**src/gptc_pkg.sv**
```systemverilog
// Package with register map, field layout and state types of the timer.
package gptc_pkg;

	// ----------------------------------------------------------------
	// Register offsets (byte addresses, one word each)
	// ----------------------------------------------------------------
	localparam logic [7:0] GPTC_OFF_CTRL   = 8'h00;
	localparam logic [7:0] GPTC_OFF_CMD    = 8'h04;
	localparam logic [7:0] GPTC_OFF_INIT   = 8'h08;
	localparam logic [7:0] GPTC_OFF_DELAY  = 8'h0C;
	localparam logic [7:0] GPTC_OFF_WIDTH  = 8'h10;
	localparam logic [7:0] GPTC_OFF_COUNT  = 8'h14;
	localparam logic [7:0] GPTC_OFF_STATUS = 8'h18;

	// ----------------------------------------------------------------
	// Field positions and reset values
	// ----------------------------------------------------------------
	localparam int GPTC_CMD_START_BIT = 0;
	localparam int GPTC_CMD_RESET_BIT = 1;
	localparam int GPTC_CTRL_WIDTH    = 8;
	localparam logic [31:0] GPTC_RST_WORD = 32'h0000_0000;
	localparam logic [3:0] GPTC_MODE_NONE = 4'h0;
	localparam logic [3:0] GPTC_MODE_GATED_EVENT = 4'h1;
	localparam logic [3:0] GPTC_MODE_PERIOD = 4'h2;
	localparam logic [3:0] GPTC_MODE_PULSE_WIDTH = 4'h3;
	localparam logic [3:0] GPTC_MODE_GATED_PULSE = 4'h4;
	localparam logic [3:0] GPTC_MODE_TRIG_PULSE = 4'h5;
	localparam logic [3:0] GPTC_MODE_RETRIG_PULSE = 4'h6;
	localparam logic [3:0] GPTC_MODE_TRIG_TRAIN = 4'h7;
	localparam logic [3:0] GPTC_MODE_GATED_TRAIN = 4'h8;
	localparam logic [3:0] GPTC_MODE_PWM = 4'h9;

	// ----------------------------------------------------------------
	// Types
	// ----------------------------------------------------------------
	// A polarity bit of one means the signal is active low.
	typedef struct packed {
		logic       out_pol;
		logic       gate_pol;
		logic       clk_pol;
		logic       clk_external;
		logic [3:0] mode;
	} gptc_ctrl_type;

	typedef struct packed {
		logic level;
		logic rise;
		logic fall;
	} gptc_edge_type;

	typedef enum logic [2:0] {
		ST_IDLE,
		ST_ARMED,
		ST_MEAS,
		ST_DELAY,
		ST_WIDTH,
		ST_DONE
	} gptc_state_type;

endpackage

```
**src/gptc_sync.sv**
```systemverilog
// Two-stage pin synchroniser with polarity and edge detection.
`timescale 1ns/1ns
`default_nettype none
module gptc_sync (
	input  wire logic                    core_clk,
	input  wire logic                    resetn,
	input  wire logic                    pin,
	input  wire logic                    invert,
	output gptc_pkg::gptc_edge_type      sig
);
	import gptc_pkg::*;

	logic meta;
	logic stable;
	logic prev;

	always_ff @(posedge core_clk or negedge resetn) begin
		if (!resetn) begin
			meta   <= 1'b0;
			stable <= 1'b0;
			prev   <= 1'b0;
		end else begin
			meta   <= pin;
			stable <= meta;
			prev   <= stable;
		end
	end

	assign sig.level = stable ^ invert;
	assign sig.rise  = (stable ^ invert) & ~(prev ^ invert);
	assign sig.fall  = ~(stable ^ invert) & (prev ^ invert);

endmodule // gptc_sync
`default_nettype wire

```
**src/gptc_core.sv**
```systemverilog
// General purpose timer/counter with measurement, pulse and PWM modes.
// Overview of operation
// Nine modes; idle until software start.
// Software reset clears status, reloads initial count.
// Mode 1 counts clock edges, holds when gated.
// Count readable anytime without disturbing counting.
// Mode 2 counts between gate edges, output high.
// Mode 3 counts during gate, then output high.
// Mode 4 one delayed pulse, freezes when gated.
// Mode 5 one pulse after first gate edge.
// Mode 6 pulse per gate edge, busy edges ignored.
// Mode 7 pulse train after first gate edge.
// Mode 8 pulse train, freezes when gated.
// PWM period is delay plus width.
// PWM delay and width changes apply immediately.
// Direction pin high counts up, low down.
// Clock, gate, output polarity software selectable.
// Count clock internal or external pin.
// Pins synchronised and edge detected before use.
// Finished measurement holds output high, count frozen.
`timescale 1ns/1ns
`default_nettype none
module gptc_core (
	input  wire logic        core_clk,
	input  wire logic        resetn,
	input  wire logic [7:0]  reg_addr,
	input  wire logic [31:0] reg_wdata,
	input  wire logic        reg_wr,
	input  wire logic        reg_rd,
	output logic      [31:0] reg_rdata,
	input  wire logic        counter_clock_in,
	input  wire logic        counter_gate_in,
	input  wire logic        count_direction_in,
	output logic             counter_pulse_out
);
	import gptc_pkg::*;

	// ----------------------------------------------------------------
	// Registers and decode
	// ----------------------------------------------------------------
	gptc_ctrl_type  ctrl;
	logic [31:0]    init_count;
	logic [31:0]    pulse_delay_count;
	logic [31:0]    pulse_width_count;
	logic [31:0]    count;
	logic [31:0]    pcnt;
	gptc_state_type state;
	logic [31:0]    next_count;
	logic [31:0]    next_pcnt;
	gptc_state_type next_state;
	gptc_edge_type  clk_sig;
	gptc_edge_type  gate_sig;
	gptc_edge_type  dir_sig;

	wire wr_ctrl  = reg_wr && (reg_addr == GPTC_OFF_CTRL);
	wire wr_cmd   = reg_wr && (reg_addr == GPTC_OFF_CMD);
	wire wr_init  = reg_wr && (reg_addr == GPTC_OFF_INIT);
	wire wr_delay = reg_wr && (reg_addr == GPTC_OFF_DELAY);
	wire wr_width = reg_wr && (reg_addr == GPTC_OFF_WIDTH);
	wire cmd_reset = wr_cmd && reg_wdata[GPTC_CMD_RESET_BIT];
	wire cmd_start = wr_cmd && reg_wdata[GPTC_CMD_START_BIT] && !cmd_reset;
	wire no_cmd    = !cmd_reset && !cmd_start;

	always_ff @(posedge core_clk or negedge resetn) begin
		if (!resetn) begin
			ctrl              <= gptc_ctrl_type'(GPTC_RST_WORD[7:0]);
			init_count        <= GPTC_RST_WORD;
			pulse_delay_count <= GPTC_RST_WORD;
			pulse_width_count <= GPTC_RST_WORD;
		end else begin
			if (wr_ctrl)
				ctrl <= gptc_ctrl_type'(reg_wdata[GPTC_CTRL_WIDTH-1:0]);
			if (wr_init)
				init_count <= reg_wdata;
			if (wr_delay)
				pulse_delay_count <= reg_wdata;
			if (wr_width)
				pulse_width_count <= reg_wdata;
		end
	end

	// ----------------------------------------------------------------
	// Pin conditioning
	// ----------------------------------------------------------------
	gptc_sync u_clk_sync (
		.core_clk (core_clk),
		.resetn   (resetn),
		.pin      (counter_clock_in),
		.invert   (ctrl.clk_pol),
		.sig      (clk_sig)
	);
	gptc_sync u_gate_sync (
		.core_clk (core_clk),
		.resetn   (resetn),
		.pin      (counter_gate_in),
		.invert   (ctrl.gate_pol),
		.sig      (gate_sig)
	);
	gptc_sync u_dir_sync (
		.core_clk (core_clk),
		.resetn   (resetn),
		.pin      (count_direction_in),
		.invert   (1'b0),
		.sig      (dir_sig)
	);

	// The internal source steps on every logic clock.
	wire tick = ctrl.clk_external ? clk_sig.rise : 1'b1;
	wire gate_act = gate_sig.level;
	wire [3:0] mode = ctrl.mode;
	wire [31:0] count_step = dir_sig.level ? count + 32'h1
		: count - 32'h1;
	wire [31:0] pcnt_inc = pcnt + 32'h1;
	wire gated_mode = (mode == GPTC_MODE_GATED_PULSE) ||
		(mode == GPTC_MODE_GATED_TRAIN);
	wire meas_mode = (mode == GPTC_MODE_PERIOD) ||
		(mode == GPTC_MODE_PULSE_WIDTH);
	wire phase_adv = tick && (!gated_mode || gate_act);
	wire delay_end = pcnt_inc >= pulse_delay_count;
	wire width_end = pcnt_inc >= pulse_width_count;
	wire out_level = (state == ST_WIDTH) ||
		((state == ST_DONE) && meas_mode);

	// ----------------------------------------------------------------
	// Mode sequencer
	// ----------------------------------------------------------------
	always_comb begin
		next_state = state;
		next_count = count;
		next_pcnt  = pcnt;
		if (cmd_reset) begin
			next_state = ST_IDLE;
			next_count = init_count;
			next_pcnt  = 32'h0;
		end else if (cmd_start) begin
			next_count = init_count;
			next_pcnt  = 32'h0;
			case (mode)
			GPTC_MODE_GATED_EVENT: next_state = ST_MEAS;
			GPTC_MODE_PERIOD,
			GPTC_MODE_PULSE_WIDTH,
			GPTC_MODE_TRIG_PULSE,
			GPTC_MODE_RETRIG_PULSE,
			GPTC_MODE_TRIG_TRAIN: next_state = ST_ARMED;
			GPTC_MODE_GATED_PULSE,
			GPTC_MODE_GATED_TRAIN,
			GPTC_MODE_PWM: next_state = ST_DELAY;
			default: next_state = ST_IDLE;
			endcase
		end else begin
			case (state)
			ST_ARMED: begin
				if (gate_sig.rise)
					next_state = meas_mode ? ST_MEAS : ST_DELAY;
			end
			ST_MEAS: begin
				if (mode == GPTC_MODE_PERIOD && gate_sig.rise)
					next_state = ST_DONE;
				else if (mode == GPTC_MODE_PULSE_WIDTH && gate_sig.fall)
					next_state = ST_DONE;
				else if (tick && (gate_act || mode == GPTC_MODE_PERIOD))
					next_count = count_step;
			end
			ST_DELAY: begin
				if (phase_adv) begin
					next_count = count_step;
					next_pcnt  = delay_end ? 32'h0 : pcnt_inc;
					if (delay_end)
						next_state = ST_WIDTH;
				end
			end
			ST_WIDTH: begin
				if (phase_adv) begin
					next_count = count_step;
					next_pcnt  = width_end ? 32'h0 : pcnt_inc;
					if (width_end) begin
						case (mode)
						GPTC_MODE_GATED_PULSE,
						GPTC_MODE_TRIG_PULSE: next_state = ST_DONE;
						GPTC_MODE_RETRIG_PULSE: next_state = ST_ARMED;
						default: next_state = ST_DELAY;
						endcase
					end
				end
			end
			ST_DONE: next_state = ST_DONE;
			default: next_state = ST_IDLE;
			endcase
		end
	end

	always_ff @(posedge core_clk or negedge resetn) begin
		if (!resetn) begin
			state <= ST_IDLE;
			count <= GPTC_RST_WORD;
			pcnt  <= GPTC_RST_WORD;
		end else begin
			state <= next_state;
			count <= next_count;
			pcnt  <= next_pcnt;
		end
	end

	always_ff @(posedge core_clk or negedge resetn) begin
		if (!resetn)
			counter_pulse_out <= 1'b0;
		else
			counter_pulse_out <= out_level ^ ctrl.out_pol;
	end

	// ----------------------------------------------------------------
	// Read port
	// ----------------------------------------------------------------
	wire running = (state != ST_IDLE) && (state != ST_DONE);
	wire [31:0] status_word = {29'h0, out_level, state == ST_DONE, running};
	wire [31:0] rd_mux =
		(reg_addr == GPTC_OFF_CTRL)   ? {24'h0, ctrl} :
		(reg_addr == GPTC_OFF_INIT)   ? init_count :
		(reg_addr == GPTC_OFF_DELAY)  ? pulse_delay_count :
		(reg_addr == GPTC_OFF_WIDTH)  ? pulse_width_count :
		(reg_addr == GPTC_OFF_COUNT)  ? count :
		(reg_addr == GPTC_OFF_STATUS) ? status_word : 32'h0;

	always_ff @(posedge core_clk or negedge resetn) begin
		if (!resetn)
			reg_rdata <= GPTC_RST_WORD;
		else
			reg_rdata <= reg_rd ? rd_mux : 32'h0;
	end
endmodule // gptc_core
`default_nettype wire

```
**config.mk**
```make
export PLATFORM = sky130hd
export DESIGN_NAME = gptc_core
export DESIGN_NICKNAME = d
export VERILOG_FILES = /design/src/gptc_pkg.sv /design/src/gptc_sync.sv /design/src/gptc_core.sv
export SDC_FILE = /design/constraint.sdc
export NUM_CORES = 1
export LEC_CHECK = 0
export BUFFER_PORTS_ARGS = -buffer_cell sky130_fd_sc_hd__buf_4
export CAP_MARGIN = 0
export CELL_PAD_IN_SITES_DETAIL_PLACEMENT = 1
export CELL_PAD_IN_SITES_GLOBAL_PLACEMENT = 1
export CORE_UTILIZATION = 52
export DETAILED_ROUTE_END_ITERATION = 16
export PLACE_DENSITY = 0.85
export SLEW_MARGIN = 0
export SYNTH_ARGS = -nofsm -noshare
export SYNTH_HDL_FRONTEND = slang
export SYNTH_SLANG_ARGS = --single-unit
```
**constraint.sdc**
```tcl
create_clock -name core_clk -period 7 [get_ports core_clk]
set_clock_uncertainty 0.05 [all_clocks]
set_input_delay 0.35 -clock core_clk [delete_from_list [all_inputs] [get_ports core_clk]]
set_output_delay 0.35 -clock core_clk [all_outputs]
set_load 0.05 [all_outputs]
```
==> results_dict.tcl <==
set metrics [dict create \
    status "finished clean" \
    cp_cell_sequence "ha_1 > nand3_1 > nor4_2 > and3_1 > and3_1 > nand3_1 > or2_2 > nand2_1 > ha_1 > nand4_1 > or3_1 > or2_2 > o211ai_1 > or3b_1 > a21oi_4 > a221o_1" \
    clock_sinks 212 \
    synth_area_leader_cell "dfrtp_1" \
    htreeDepth 1 \
    fmax_mhz 199 \
    yosysSeqAreaShare 0.410 \
    synth_area_leaders "dfrtp_1 (41%), ha_1 (9.2%), mux2_2 (9.1%)" \
    setup_viol 0 \
    detail-route-antenna-nets 0 \
    clockBufferDepth 3 \
    cp_slowest_cell "or3b_1" \
    cts_root_buffer "clkbuf_16" \
    period_minus_slack_ns 5.03 \
    hold_path.class "in2reg" \
    maxCapViolCount 0 \
    antenna_found_initial 0 \
    critPathBufInv 0 \
    syn2layout_area_growth_pct 13.6 \
    worstMarginPinSlew_ns 1.13 \
    p_seq_frac 0.326 \
    final_cells 1723 \
    cts-buffers-inserted 25 \
    rsz0062_at_grt "no" \
    grt_pass1_vias 11900 \
    port_buffers 79 \
    die_area_um2 25500 \
    start_util 0.531 \
    die_h_um 160 \
    rows 57 \
    finalCritPeriodShare 0.719 \
    cts_tree "built" \
    firstDrtPassIters 5 \
    finalWorstSetupSlack_ns 1.97 \
    crit_type "reg2reg" \
    drt_iter0_drc 755 \
    grt_overflow 0 \
    final_core_util 0.603 \
    yosys_warnings 0 \
    fin_hold_ws_ns 0.0226 \
    totalWireLength_um 40800 \
    async_flop_share 1.00 \
    grt_usage 0.324 \
    power.leakage_nw 7.20 \
    clock_latency_ns 0.53 \
    fill_cells 2709 \
    worstPathArrival_ns 5.38 \
    clk_pin_slew_worst_paths_ns 0.06 \
    comb_power_share 0.385 \
    num_io_pins 80 \
    synth-main-ff-cell "dfrtp_1" \
    drc 0 \
    layout_commonest_cell "dfrtp_1" \
    crit_family "simple AND/OR/NAND/NOR gates" \
    cellPowerDensity_nw_per_um2 323 \
    gp_congestion 0.891 \
    synth_top_area_share 0.410 \
    place_inst 1675 \
    synth.avg_cell_area_um2 9.77 \
    grt_max_degree 82 \
    wl_per_cell_um 23.7 \
    syn_nets 1468 \
    path_max_fanout 18 \
    synth_cell_type_count 69 \
    pwr-share-clk 0.289 \
    final_nets 1525 \
    num_antenna_cells 0 \
    cp-end-kind "flip-flop" \
    final_cell_mix "dfrtp_1 (212), a21oi_1 (110), nand2_1 (107)" \
    via_per_inst 6.46 \
    hpwl_um 28300 \
    synth_seq_cells 212 \
    via_count 11100 \
    startpoint_type "flip-flop" \
    core_area_um2 24400 \
    cts_setup_buffers 0 \
    synth_cells 1325 \
    report.final.slew_viol_count 0 \
    irDropWorstVdd_mv 0.246 \
    relSlewSlack 0.244 \
    p_int_mw 2.92 \
    grt_pass1_wl_um 65400 \
    syn_area_um2 12900 \
    pre_cts_ws_ns 2.04 \
    drive_gt1_frac 0.188 \
    netSwitchingFraction 0.386 \
    final-hold-violation-count 0 \
    power.switching_mw 1.83 \
    setup-tns-final_ns 0 \
    required_ns 7.35 \
    slowest_delay_ns 0.68 \
    die_x_um 160 \
    synth_edf_count 0 \
]
[worst paths after layout]
path / depth (start not counted) / end / slack, ns / from
max: 16 / pcnt[5] / 1.97 / pcnt[0]
min: 2 / pulse_width_count[31] / 0.02 / reg_wdata[31]
max reg2reg: 16 / pcnt[5] / 1.97 / pcnt[0]
min reg2reg: 0 / u_dir_sync.stable / 0.31 / u_dir_sync.meta
max in group asynchronous: 3 / pulse_delay_count[29] / 5.06 / resetn
min in group asynchronous: 2 / count[7] / 0.34 / resetn
[synth_stat cells (all sizes together) (4+ instances only)]
cell / number
and2: 6
a221oi: 19
a31oi: 14
mux2i: 10
a22o: 14
nor3: 15
o21a: 9
nand2b: 15
nand3b: 4
a21oi: 111
xor2: 10
a21o: 52
nor4: 5
a211o: 5
nand2: 107
ha: 95
and3: 25
o21ai: 44
a22oi: 59
xnor2: 25
nor2: 53
or3b: 4
or3: 5
buf: 21
o31ai: 4
o31a: 4
inv: 80
nor2b: 8
dfrtp: 212
clkbuf: 47
a211oi: 9
nand3: 44
or2: 14
a222oi: 5
nand4: 21
mux2: 105
o211ai: 8
[per-layer routing]
metal / vias up / global-route usage / part of all wire
li1: 4977 / - / -
met1: 5695 / 0.383 / 0.39
met2: 333 / 0.586 / 0.52
met3: 117 / 0.0478 / 0.046
met4: 0 / 0.139 / 0.045
met5: - / 0 / 0
[cell type report]
class / instances / area, um2 / share of cell area
clock buffer: 35 / 703 / 0.0478
clock inverter: 9 / 149 / 0.0101
inverter: 80 / 300 / 0.0204
multi-input combinational: 965 / 7090 / 0.482
sequential: 212 / 5310 / 0.361
tap: 324 / 405 / 0.0276
timing repair buffer: 98 / 753 / 0.0512
[power by group through the flow]
stage | Clock (mW) | Sequential (mW) | Combinational (mW)
after floorplan | 0 | 1.50 | 1.33
after global routing | 1.44 | 1.57 | 2.02
after detailed placement | 0 | 1.56 | 1.78
after CTS | 1.39 | 1.55 | 1.82
final | 1.37 | 1.55 | 1.83
after global placement | 0 | 1.56 | 1.70
[flip-flops by register name, summed over array words and instances (netlist names)]
name / cells
pulse_width_count: 32
counter_pulse_out: 1
state: 3
u_gate_sync.meta: 1
u_clk_sync.stable: 1
u_clk_sync.meta: 1
u_dir_sync.meta: 1
u_clk_sync.prev: 1
mode: 4
ctrl: 4
u_gate_sync.stable: 1
u_dir_sync.stable: 1
count: 32
init_count: 32
reg_rdata: 32
u_gate_sync.prev: 1
pulse_delay_count: 32
pcnt: 32
[cells by family (layout without fill, tap and decap cells)]
kind of cell	Yosys count	in the layout	synth area share
compound gates	382	382	0.199
simple gates	337	337	0.131
flops	212	212	0.410
buf+inv	148	222	0.0446
mux	115	115	0.0991
fa+ha+maj	96	96	0.0934
xor+xnor	35	35	0.0237
[metrics by stage]
stage          cell area, um2  power (mW)
4_1_cts                 14700        4.77
3_5_place_dp            13800        3.35
5_1_grt                 14700        5.03
3_3_place_gp            13800        3.26
6_report                14700        4.76
2_1_floorplan           12900        2.83
[what timing repair did]
action | in CTS | in global routing
resized for setup | 0 | 0
endpoints found under the hold margin | 76 | 0
hold buffers | 4 | 0
Note: power is estimated with default switching activity, not from simulation.
